**src/aesc_regs.vh**
```
/*
  Register map, field positions, reset values and codes of the cipher
  coprocessor control block. Definitions only; included by bare name.
*/
`ifndef AESC_REGS_VH
`define AESC_REGS_VH

// Register offsets on the byte-wide register port
`define AESC_ADDR_INPUT 8'hb1
`define AESC_ADDR_OUTPUT 8'hb2
`define AESC_ADDR_CTRL 8'hb3
`define AESC_ADDR_IRQ_STATUS 8'hb4
`define AESC_ADDR_IRQ_CLEAR 8'hb5
`define AESC_ADDR_IRQ_ENABLE 8'hb6

// Control/status field positions
`define AESC_CS_START_BIT 0
`define AESC_CS_CMD_LSB 1
`define AESC_CS_CMD_MSB 2
`define AESC_CS_READY_BIT 3
`define AESC_CS_MODE_LSB 4
`define AESC_CS_MODE_MSB 6
`define AESC_CS_UNUSED_BIT 7

// Interrupt status/enable/clear layout
`define AESC_IRQ_DONE_BIT 0

// Reset values
`define AESC_RST_DATA 8'h00
`define AESC_RST_MODE 3'h0
`define AESC_RST_CMD 2'h0
`define AESC_RST_READY 1'b1
`define AESC_RST_IRQ 1'b0

// Chaining mode codes
`define AESC_MODE_CBC 3'h0
`define AESC_MODE_CFB 3'h1
`define AESC_MODE_OFB 3'h2
`define AESC_MODE_CTR 3'h3
`define AESC_MODE_ECB 3'h4
`define AESC_MODE_CBCMAC 3'h5

// Command codes
`define AESC_CMD_ENCRYPT 2'h0
`define AESC_CMD_DECRYPT 2'h1
`define AESC_CMD_LOAD_KEY 2'h2
`define AESC_CMD_LOAD_IV 2'h3

// Bytes in one 128-bit block, and core latency in cycles
`define AESC_BLOCK_BYTES 5'h10
`define AESC_CORE_CYCLES 8

`endif

```
**src/aesc_core.v**
```verilog
/*
  Stand-in block transform of the cipher coprocessor: a keyed, invertible
  permutation over a fixed number of cycles. It keeps the timing of a
  real round engine so the control logic around it can be exercised.
  Assumes start is a one-cycle pulse given only while busy is low.
*/
`timescale 1ns/1ns
`default_nettype none

`include "aesc_regs.vh"

module aesc_core #(
  parameter CYCLES = `AESC_CORE_CYCLES
) (
  input wire clk_sys,
  input wire rst_n,
  input wire start,
  input wire decrypt,
  input wire [127:0] key,
  input wire [127:0] din,
  output wire busy,
  output reg done,
  output reg [127:0] dout
);

  reg [7:0] cnt_r;
  reg dec_r;
  reg [127:0] hold_r;

  // Count the rounds down, then present the transformed block
  always @(posedge clk_sys or negedge rst_n) begin
    if (!rst_n) begin
      cnt_r <= 8'h00;
      dec_r <= 1'b0;
      hold_r <= 128'h0;
      done <= 1'b0;
      dout <= 128'h0;
    end else begin
      done <= 1'b0;
      if (start) begin
        cnt_r <= CYCLES[7:0];
        dec_r <= decrypt;
        hold_r <= din;
      end else if (cnt_r != 8'h00) begin
        cnt_r <= cnt_r - 8'h01;
        if (cnt_r == 8'h01) begin
          done <= 1'b1;
          // Inverse pair: xor then rotate, or rotate back then xor
          if (dec_r)
            dout <= {hold_r[7:0], hold_r[127:8]} ^ key;
          else
            dout <= {hold_r[119:0], hold_r[127:120]} ^ {key[119:0], key[127:120]};
        end
      end
    end
  end

  assign busy = (cnt_r != 8'h00);

endmodule // aesc_core

`default_nettype wire

```
**src/aesc_top.v**
```verilog
/*
  Control and data interface of the block-cipher coprocessor: byte-wide
  register port, 16-byte input and output block buffers, chaining modes,
  key and IV storage, download/upload DMA triggers and completion interrupt.
  Assumes a register master on clk_sys with one-cycle strobes, never both
  at once, and a single owner driving the block at any time.
*/
// Added by the designer: strobed register access.
`timescale 1ns/1ns
`default_nettype none

`include "aesc_regs.vh"

module aesc_top #(
  parameter CORE_CYCLES = `AESC_CORE_CYCLES
) (
  input wire clk_sys,
  input wire resetn,
  input wire [7:0] reg_addr,
  input wire [7:0] reg_wdata,
  input wire reg_wr,
  input wire reg_rd,
  output reg [7:0] reg_rdata,
  output wire cipher_done_irq,
  output wire cipher_dma_download_trigger,
  output wire cipher_dma_upload_trigger
);

  // One-hot sequencer states
  localparam ST_IDLE = 3'b001;
  localparam ST_LOAD = 3'b010;
  localparam ST_RUN = 3'b100;

  // Modes whose core input is the chaining value, not the data
  function stream_mode;
    input [2:0] m;
    begin
      stream_mode = (m == `AESC_MODE_CFB) || (m == `AESC_MODE_OFB) ||
                    (m == `AESC_MODE_CTR);
    end
  endfunction

  // Modes that chain through the previous cipher block
  function cbc_mode;
    input [2:0] m;
    begin
      cbc_mode = (m == `AESC_MODE_CBC) || (m == `AESC_MODE_CBCMAC);
    end
  endfunction

  // Reset copy, control fields, operation latches and block buffers
  reg rst_meta_r;
  reg rst_n;
  reg [2:0] state_r;
  reg [2:0] mode_r;
  reg [1:0] cmd_r;
  reg [1:0] op_cmd_r;
  reg [2:0] op_mode_r;
  reg start_r;
  reg ready_r;
  reg [127:0] in_buf_r;
  reg [7:0] in_last_r;
  reg [4:0] in_cnt_r;
  reg [127:0] out_buf_r;
  reg [4:0] out_cnt_r;
  reg [127:0] key_r;
  reg [127:0] iv_r;
  reg irq_flag_r;
  reg irq_en_r;
  reg core_start_r;
  reg [127:0] core_in_r;
  reg [127:0] result;
  reg [127:0] iv_nxt;

  // Decoded strobes and status of the sequencer
  wire core_busy;
  wire core_done;
  wire [127:0] core_out;
  wire wr_input;
  wire wr_output;
  wire wr_ctrl;
  wire rd_output;
  wire start_ok;
  wire block_full;
  wire op_dec;
  wire wr_irq_clear;
  wire wr_irq_enable;

  // Reset enters asynchronously and is released through two flops,
  // so no flop sees the release edge close to a clock edge
  always @(posedge clk_sys or negedge resetn) begin
    if (!resetn) begin
      rst_meta_r <= 1'b0;
      rst_n <= 1'b0;
    end else begin
      rst_meta_r <= 1'b1;
      rst_n <= rst_meta_r;
    end
  end

  // Register port address decode
  assign wr_input = reg_wr && (reg_addr == `AESC_ADDR_INPUT);
  assign wr_output = reg_wr && (reg_addr == `AESC_ADDR_OUTPUT);
  assign wr_ctrl = reg_wr && (reg_addr == `AESC_ADDR_CTRL);
  assign rd_output = reg_rd && (reg_addr == `AESC_ADDR_OUTPUT);
  assign wr_irq_clear = reg_wr && (reg_addr == `AESC_ADDR_IRQ_CLEAR);
  assign wr_irq_enable = reg_wr && (reg_addr == `AESC_ADDR_IRQ_ENABLE);
  assign start_ok = wr_ctrl && reg_wdata[`AESC_CS_START_BIT] && (state_r == ST_IDLE);
  // Sixteen bytes make one block
  assign block_full = (in_cnt_r == `AESC_BLOCK_BYTES);
  // Decrypt as latched at start
  assign op_dec = (op_cmd_r == `AESC_CMD_DECRYPT);

  assign cipher_dma_download_trigger = (state_r == ST_LOAD) && !block_full;
  assign cipher_dma_upload_trigger = (out_cnt_r != `AESC_BLOCK_BYTES);
  assign cipher_done_irq = irq_flag_r && irq_en_r;

  // Stream modes always run the forward transform, even to decrypt
  aesc_core #(
    .CYCLES(CORE_CYCLES)
  ) u_core (
    .clk_sys(clk_sys),
    .rst_n(rst_n),
    .start(core_start_r),
    .decrypt(op_dec && !stream_mode(op_mode_r)),
    .key(key_r),
    .din(core_in_r),
    .busy(core_busy),
    .done(core_done),
    .dout(core_out)
  );

  // Finish the chaining around the core output and pick the next IV
  always @* begin
    // Defaults: ECB passes the core output through and keeps the IV
    result = core_out;
    iv_nxt = iv_r;
    if (stream_mode(op_mode_r)) begin
      result = core_out ^ in_buf_r;
      case (op_mode_r)
        `AESC_MODE_CFB: iv_nxt = op_dec ? in_buf_r : result;
        `AESC_MODE_OFB: iv_nxt = core_out;
        // Counter steps in its low 32 bits only, wrapping there
        default: iv_nxt = {iv_r[127:32], iv_r[31:0] + 32'h00000001};
      endcase
    end else if (cbc_mode(op_mode_r)) begin
      // Decrypt unchains after the core; MAC steps chain like CBC encrypt
      if (op_dec) begin
        result = core_out ^ iv_r;
        iv_nxt = in_buf_r;
      end else begin
        iv_nxt = core_out;
      end
    end
  end

  // Control/status fields; mode may change between blocks for CBC-MAC
  always @(posedge clk_sys or negedge rst_n) begin
    if (!rst_n) begin
      mode_r <= `AESC_RST_MODE;
      cmd_r <= `AESC_RST_CMD;
      start_r <= 1'b0;
    end else begin
      start_r <= 1'b0;
      if (wr_ctrl) begin
        // Fields take every control write, even a start refused as busy
        // mode field
        mode_r <= reg_wdata[`AESC_CS_MODE_MSB:`AESC_CS_MODE_LSB];
        cmd_r <= reg_wdata[`AESC_CS_CMD_MSB:`AESC_CS_CMD_LSB];
        start_r <= reg_wdata[`AESC_CS_START_BIT];
      end
    end
  end

  // Operation sequencer: collect a block, run the core, deliver results
  always @(posedge clk_sys or negedge rst_n) begin
    if (!rst_n) begin
      state_r <= ST_IDLE;
      ready_r <= `AESC_RST_READY;
      op_cmd_r <= `AESC_RST_CMD;
      op_mode_r <= `AESC_RST_MODE;
      in_cnt_r <= 5'h00;
      // Key and IV clear to zero; software reloads them after any reset
      key_r <= 128'h0;
      iv_r <= 128'h0;
      core_start_r <= 1'b0;
      core_in_r <= 128'h0;
    end else begin
      core_start_r <= 1'b0;
      case (state_r)
        ST_IDLE: begin
          if (start_ok) begin
            // ready falls at start; mode and command taken together
            ready_r <= 1'b0;
            op_cmd_r <= reg_wdata[`AESC_CS_CMD_MSB:`AESC_CS_CMD_LSB];
            op_mode_r <= reg_wdata[`AESC_CS_MODE_MSB:`AESC_CS_MODE_LSB];
            in_cnt_r <= 5'h00;
            state_r <= ST_LOAD;
          end
        end
        ST_LOAD: begin
          if (wr_input && !block_full)
            in_cnt_r <= in_cnt_r + 5'h01;
          if (block_full) begin
            case (op_cmd_r)
              // Key and IV loads finish without the core
              `AESC_CMD_LOAD_KEY: begin
                key_r <= in_buf_r;
                ready_r <= 1'b1;
                state_r <= ST_IDLE;
              end
              `AESC_CMD_LOAD_IV: begin
                iv_r <= in_buf_r;
                ready_r <= 1'b1;
                state_r <= ST_IDLE;
              end
              default: begin
                // The core is idle here; the guard keeps a stray restart out
                if (!core_busy) begin
                  core_start_r <= 1'b1;
                  // Stream modes feed the chaining value, CBC encrypt folds the IV in
                  if (stream_mode(op_mode_r))
                    core_in_r <= iv_r;
                  else if (cbc_mode(op_mode_r) && !op_dec)
                    core_in_r <= in_buf_r ^ iv_r;
                  else
                    core_in_r <= in_buf_r;
                  state_r <= ST_RUN;
                end
              end
            endcase
          end
        end
        ST_RUN: begin
          if (core_done) begin
            ready_r <= 1'b1;
            iv_r <= iv_nxt;
            state_r <= ST_IDLE;
          end
        end
        default: begin
          // An illegal state code falls back to idle and reports ready
          state_r <= ST_IDLE;
          ready_r <= 1'b1;
        end
      endcase
    end
  end

  // Input byte register: bytes shift in first-byte-most-significant
  always @(posedge clk_sys or negedge rst_n) begin
    if (!rst_n) begin
      in_buf_r <= 128'h0;
      in_last_r <= `AESC_RST_DATA;
    end else if (wr_input) begin
      // Outside a load only the readback byte takes the write
      in_last_r <= reg_wdata;
      if (state_r == ST_LOAD && !block_full)
        in_buf_r <= {in_buf_r[119:0], reg_wdata};
    end
  end

  // Output buffer; a CBC-MAC step keeps its result internal, nothing to upload
  always @(posedge clk_sys or negedge rst_n) begin
    if (!rst_n) begin
      out_buf_r <= 128'h0;
      out_cnt_r <= `AESC_BLOCK_BYTES;
    end else if (state_r == ST_RUN && core_done) begin
      out_buf_r <= result;
      if (op_mode_r == `AESC_MODE_CBCMAC)
        out_cnt_r <= `AESC_BLOCK_BYTES;
      else
        out_cnt_r <= 5'h00;
    end else if (rd_output && out_cnt_r != `AESC_BLOCK_BYTES) begin
      out_buf_r <= {out_buf_r[119:0], out_buf_r[127:120]};
      out_cnt_r <= out_cnt_r + 5'h01;
    end else if (wr_output) begin
      // A host write replaces the byte at the head of the result queue
      out_buf_r[127:120] <= reg_wdata;
    end
  end

  // Sticky completion flag: a completion in the clear cycle wins
  always @(posedge clk_sys or negedge rst_n) begin
    if (!rst_n) begin
      irq_flag_r <= `AESC_RST_IRQ;
      irq_en_r <= `AESC_RST_IRQ;
    end else begin
      if (state_r == ST_RUN && core_done)
        irq_flag_r <= 1'b1;
      else if (wr_irq_clear && reg_wdata[`AESC_IRQ_DONE_BIT])
        irq_flag_r <= 1'b0;
      // Disabling hides the flag at the output but keeps it for polling
      if (wr_irq_enable)
        irq_en_r <= reg_wdata[`AESC_IRQ_DONE_BIT];
    end
  end

  // Read data one cycle after the strobe; unmapped offsets read zero
  always @(posedge clk_sys or negedge rst_n) begin
    if (!rst_n) begin
      reg_rdata <= 8'h00;
    end else if (reg_rd) begin
      case (reg_addr)
        `AESC_ADDR_INPUT: reg_rdata <= in_last_r;
        `AESC_ADDR_OUTPUT: reg_rdata <= out_buf_r[127:120];
        `AESC_ADDR_CTRL: reg_rdata <= {1'b0, mode_r, ready_r, cmd_r, start_r};
        `AESC_ADDR_IRQ_STATUS: reg_rdata <= {7'h00, irq_flag_r};
        `AESC_ADDR_IRQ_ENABLE: reg_rdata <= {7'h00, irq_en_r};
        default: reg_rdata <= 8'h00;
      endcase
    end else begin
      // Zero between reads, so the data stands for exactly one cycle
      reg_rdata <= 8'h00;
    end
  end

endmodule // aesc_top

`default_nettype wire

```
**config.mk**
```make
export PLATFORM = sky130hd
export DESIGN_NAME = aesc_top
export DESIGN_NICKNAME = d
export VERILOG_FILES = /design/src/aesc_core.v /design/src/aesc_top.v
export VERILOG_INCLUDE_DIRS = /design/src
export SDC_FILE = /design/constraint.sdc
export NUM_CORES = 2
export LEC_CHECK = 0
export ABC_AREA = 1
export BUFFER_PORTS_ARGS = -buffer_cell sky130_fd_sc_hd__buf_2
export CAP_MARGIN = 20
export CORE_ASPECT_RATIO = 0.6
export CORE_UTILIZATION = 65
export CTS_CLUSTER_DIAMETER = 30
export CTS_CLUSTER_SIZE = 28
export DETAILED_ROUTE_END_ITERATION = 8
export PLACE_DENSITY = 0.81
export SYNTH_ARGS = -nofsm -noshare
export SYNTH_HDL_FRONTEND = slang
export SYNTH_SLANG_ARGS = --single-unit
```
**constraint.sdc**
```tcl
create_clock -name clk_sys -period 50.1 [get_ports clk_sys]
set_clock_uncertainty 0.2 [all_clocks]
set_input_delay 2.505 -clock clk_sys [delete_from_list [all_inputs] [get_ports clk_sys]]
set_output_delay 2.505 -clock clk_sys [all_outputs]
set_load 0.02 [all_outputs]
```
# Word level (Yosys, flattened, before mapping)
# Cells that the tools add are included.
# Widths: inputs -> output; s select.
[word_totals]
regBits = 952
in_bits = 20
out_inout_bits = 11
word_cells = 159
[op_classes]
addsub = 4
n_eq_ne = 28
n_mux = 50
n_bitwise = 8
n_reduce_logical = 41
[ops]
columns = ["cell", "count"]
rows = [
  ["$mux 128", 14],
  ["$xor 128x128->128", 5],
  ["$pmux 128 s2", 2],
  ["$mux 120", 1],
  ["$eq 8x8->1 const B", 6],
  ["$mux 8", 5],
  ["$pmux 8 s5", 1],
  ["$add 32x1->32 const B", 1],
  ["$mux 5", 5],
  ["$logic_and 1x1->1", 16],
  ["$mux 3", 5],
  ["$mux 1", 14],
  ["$reduce_and 4->1", 3],
  ["$add 5x1->5 const B", 2],
  ["$pmux 5 s2", 1],
  ["$reduce_bool 2->1", 5],
  ["$eq 3x2->1 const B", 3],
  ["$pmux 3 s3", 1],
  ["$reduce_and 3->1", 3],
  ["$eq 8x1->1 const B", 1],
  ["$ne 2x2->1 const B", 4],
  ["$reduce_bool 8->1", 1],
  ["$sub 8x1->8 const B", 1],
  ["$eq 3x1->1 const B", 2],
  ["18 further kinds", 29],
]

# Longest topological paths before layout
[logic_depth]
word_depth = 6
ltp_mapped = 13
ltp_nobuf = 12

# Modules after synthesis
# From an unflattened synthesis, not the netlist that was laid out.
[unflattened]
cells_unflattened = 7521
hier_area_um2 = 54120.7
[by_module_without_submodules]
columns = ["mod", "n_inst", "cells_each", "area_each_um2", "seq_area_each_um2"]
rows = [
  ["aesc_top", 1, 5296, 39192.6, 17170.2],
  ["aesc_core", 1, 2225, 14928.1, 6656.4],
]

# Worst setup path before layout
# Ideal clock, no wire load.
[synth_timing]
kind = "input to register"
startpoint = "input port reg_addr[6]"
endpoint = "register out_buf_r[100]"
setup_time_ns = 0.123
arrival_ns = 3.811
t_required_ns = 49.777
setup_slack_ns = 45.965
stages = 12
path_buffers = 2
cell_sequence = "inv_1 > nand2_1 > nor2_1 > nand2_1 > nor2_1 > nand3_1 > nand2_2 > inv_2 > clkbuf_1 > buf_2 > nand2_1 > o21ai_1"
[synth_via]
elab_chain_len = 4
[synth_lines]
columns = ["element", "line", "rtl"]
rows = [
  ["start: declaration", "aesc_top.v:19", "input wire [7:0] reg_addr,"],
  ["$eq 8x8->1", "n/a", ""],
  ["$logic_and 1x1->1", "aesc_top.v:105", "assign rd_output = reg_rd && (reg_addr == `AESC_ADDR_OUTPUT);"],
  ["$logic_and 1x1->1 (no line)", "n/a", ""],
  ["$reduce_bool 2->1 (no line)", "n/a", ""],
  ["end signal: assignment", "aesc_top.v:269", "out_buf_r <= result;"],
  ["end signal: assignment", "aesc_top.v:275", "out_buf_r <= {out_buf_r[119:0], out_buf_r[127:120]};"],
  ["end: declaration", "aesc_top.v:64", "reg [127:0] out_buf_r;"],
]
# Every way passes these cells.
# A chain may end at the register's enable or synchronous reset.

# Final worst setup path
[layout_timing]
startpoint = "register op_mode_r[0]"
endpoint = "register out_buf_r[33]"
[layout_via]
elab_chain_len = 5
elab_cells_between_ends = 11
classes_between = "eq/ne (4); mux (3); reduce/logical (4)"
[layout_lines]
columns = ["element", "line", "rtl"]
rows = [
  ["start: declaration", "aesc_top.v:58", "reg [2:0] op_mode_r;"],
  ["start signal: assignment", "aesc_top.v:181", "op_mode_r <= `AESC_RST_MODE;"],
  ["start signal: assignment", "aesc_top.v:196", "op_mode_r <= reg_wdata[`AESC_CS_MODE_MSB:`AESC_CS_MODE_LSB];"],
  ["$eq 3x3->1 (no line) (tied with other cells)", "n/a", ""],
  ["$logic_or 1x1->1 (on tied branches)", "aesc_top.v:47, aesc_top.v:38", ""],
  ["$mux 128 or $logic_or 1x1->1 (tied branches)", "aesc_top.v:146, aesc_top.v:38", ""],
  ["$mux 128 *", "aesc_top.v:138", "if (stream_mode(op_mode_r)) begin"],
  ["$mux 128 *", "aesc_top.v:268", "end else if (state_r == ST_RUN && core_done) begin"],
]
# Every way passes the cells marked *; elsewhere a longest branch is shown, timed or not.

==> reports/results.tsv <==
metric	value	unit
status	finished clean	
cts_hold_buffers	0	
grt_max_degree	223	
reg2reg_slack	44480	ps
synthArstFlopShare	1.000	
drive_above_1_share	0.05447	
cellLeakagePower	28.19	nW
syn_nets	6984	
worst_slew_pin_slew	1182	ps
relSlewSlack	0.2110	
synth_top_area_share	0.4481	
ff_latch_area	23840	sq um
path_clk_slew	60	ps
ant_nets	0	
grt_pass1_vias	47528	
ir_drop	37.61	uV
synth_enable_flop_cells	0	
drt_iter0_drc	6944	
rr_worst_depth	11	
reg2reg_from	op_mode_r[0]	
required	50520	ps
hold-path-endpoint	rst_n	
grt_pass1_wl	258800	um
fin_setup_tns	0	ps
insertion_delay	760	ps
cts-root-buf	clkbuf_16	
startpoint	op_mode_r[0]	
synth_top_family_by_area	simple AND/OR/NAND/NOR gates	
clkSinkCount	952	
nNetsFinal	6763	
area_growth	9.497	%
synth.avg_cell_area	7.620	sq um
core_area	80080	sq um
postCtsResizedCells	0	
grt_usage	0.3934	
h-tree-depth	4	
grt-ovfl-total	0	
rsz0062_at_grt	false	
synthXorXnorAreaFrac	0.1025	
final_cells	7915	
cts_setup_buffers	0	
ys_warn_count	0	
ys_top_cells_by_area	dfrtp_1 45%, nand2_1 14%, xor2_1 8.4%	
drtPass1Iterations	6	
netlist_area	53000	sq um
maxCapViolCount	0	
hold_viol	0	
final_area	58040	sq um
power_density	32.44	nW/um^2
cts_made_buffers	140	
crit_arrival	6040	ps
start_util	0.6619	
place_area	53160	sq um
num-fill-cells	6071	
ys_seq_area_frac	0.4495	
antenna_found_initial	3	
cts_max_path_buffers	3	
via_per_inst	6.249	
netlist_instances	6956	
hp-class	flop to flop	
drv_slew	0	
holdPathStages	0	
multi_input_area	25870	sq um
wl_per_cell	20.35	um
ys_ff_latch	952	
wirelength	161100	um
fin_crit_sh	0.1122	
fp.dieH	223.2	um
cp-start-kind	flop	
fp.dieW	370.7	um
vias	49458	
cts_tree	built	
dp_hpwl	87140	um
synth_compound_area_frac	0.1737	
drc_errors	0	
synth_most_common_cell	nand2_1	
synth_simple_gate_area_frac	0.2079	
synth_ff_type	dfrtp_1	
synth_mux_area_frac	0.0002125	
rows	80	
rr_endpoint	out_buf_r[33]	
ioPinCount	31	
end_kind	flop	
placedCellCount	7658	
setup_viol	0	
synth.distinct_cells	44	
synth_fa_ha_area_frac	0.001889	
synth_common_cells	1,935 x nand2_1, 949 x dfrtp_1, 848 x o21ai_0, 626 x nor2_1, 507 x xor2_1	
fmax	0.1780	GHz
fin_crit	5620	ps
synth.largest_area_cell	dfrtp_1	
worstPathMaxFanout	121	
crit_type	flop to flop	
place_congestion	0.8995	
portBuffers	30	
holdCritStartpoint	rst_meta_r	
fp.dieArea	82730	sq um
==> power by group <==
group | leakage (nW) | internal, mW | switching (mW)
clock | 2.37 | 0.640 | 0.381
combinational | 13.7 | 0.0157 | 0.0541
sequential | 12.1 | 0.781 | 0.0105
total | 28.2 | 1.44 | 0.446
==> worst max path at each step <==
stage,to,slack (ps),cells past startpoint
final,out_buf_r[33],44480,11
after global routing,out_buf_r[33],44300,11
after CTS,out_buf_r[33],44700,11
after detailed placement,out_buf_r[125],44020,14
after global placement,out_buf_r[126],44140,14
after floorplan,cmd_r[0],21400,0
==> sequential cells by signal, summed over array words and instances, names as in the netlist, 5 cells and up <==
signal         cells
iv_r             128
in_cnt_r           5
core_in_r        128
out_cnt_r          5
u_core.hold_r    128
reg_rdata          8
u_core.cnt_r       8
out_buf_r        128
in_buf_r         128
key_r            128
in_last_r          8
u_core.dout      128
==> per-layer routing <==
metal	routed length (um)	track usage	share of wire	vias to the layer above
met2	69470	0.5795	0.43	3182
met3	20610	0.09659	0.13	514
met1	65220	0.5589	0.40	23617
li1	-	-	-	22145
met4	5747	0.1588	0.036	0
met5	0	0	0	-
==> through the flow <==
stage,util,setup WS (ps),hold WS [ps],total power [mW]
global route,0.7247,44300,148.0,1.931
global placement,0.6638,44140,133.6,0.8707
CTS,0.7245,44700,147.1,1.886
floorplan,-,21400,131.2,0.8510
detailed placement,0.6638,44020,135.5,0.8722
finish,0.7248,44480,145.9,1.883
==> placed cells by master (no fill, tap or decap), types with 4 or more instances in the layout <==
| cell type | Yosys | final |
|---|---|---|
| a21oi_1 | 430 | 430 |
| buf_12 | 0 | 6 |
| buf_2 | 136 | 30 |
| buf_4 | 25 | 52 |
| bufinv_16 | 0 | 15 |
| clkbuf_1 | 266 | 19 |
| clkbuf_16 | 0 | 147 |
| clkbuf_8 | 0 | 16 |
| clkinv_2 | 0 | 21 |
| clkinv_4 | 0 | 12 |
| clkinvlp_4 | 0 | 9 |
| dfrtp_1 | 949 | 946 |
| ha_1 | 8 | 8 |
| inv_1 | 368 | 367 |
| inv_2 | 12 | 7 |
| inv_6 | 0 | 17 |
| nand2_1 | 1935 | 1933 |
| nand2_4 | 1 | 4 |
| nand3_1 | 241 | 238 |
| nor2_1 | 626 | 625 |
| nor3_1 | 6 | 6 |
| o211ai_1 | 113 | 113 |
| o21ai_0 | 848 | 848 |
| o21ai_1 | 170 | 170 |
| o21bai_1 | 5 | 5 |
| o31ai_1 | 129 | 129 |
| or2_2 | 9 | 9 |
| xnor2_1 | 113 | 113 |
| xor2_1 | 507 | 507 |
==> worst max-delay path: stages (launching register included) <==
cell and delay, ps:
dfrtp_1 620, inv_2 320, nor2_4 150, inv_4 240, nand2_8 490, clkinv_8 630
buf_4 800, buf_4 800, buf_4 590, o21ai_0 230, a21oi_1 230, o21ai_0 120
==> kinds of logic after synthesis <==
logic type,Yosys count
AOI/OAI and AO/OA,1709
xor gates and xnor gates,620
adders and majority gates,8
buffers and inverters,834
DFF,952
muxes,1
other,1
and+or+nand+nor,2831
==> cell type report <==
| type | count | share of cell area |
|---|---|---|
| Sequential cell | 952 | 0.4107 |
| Timing Repair Buffer | 88 | 0.01138 |
| Antenna cell | 1 | 0.00004312 |
| Clock inverter | 73 | 0.01526 |
| Multi-Input combinational cell | 5170 | 0.4457 |
| Tap cell | 1066 | 0.02298 |
| Clock buffer | 182 | 0.06841 |
| Inverter | 383 | 0.02546 |
Power figures use the tool's default switching activity.
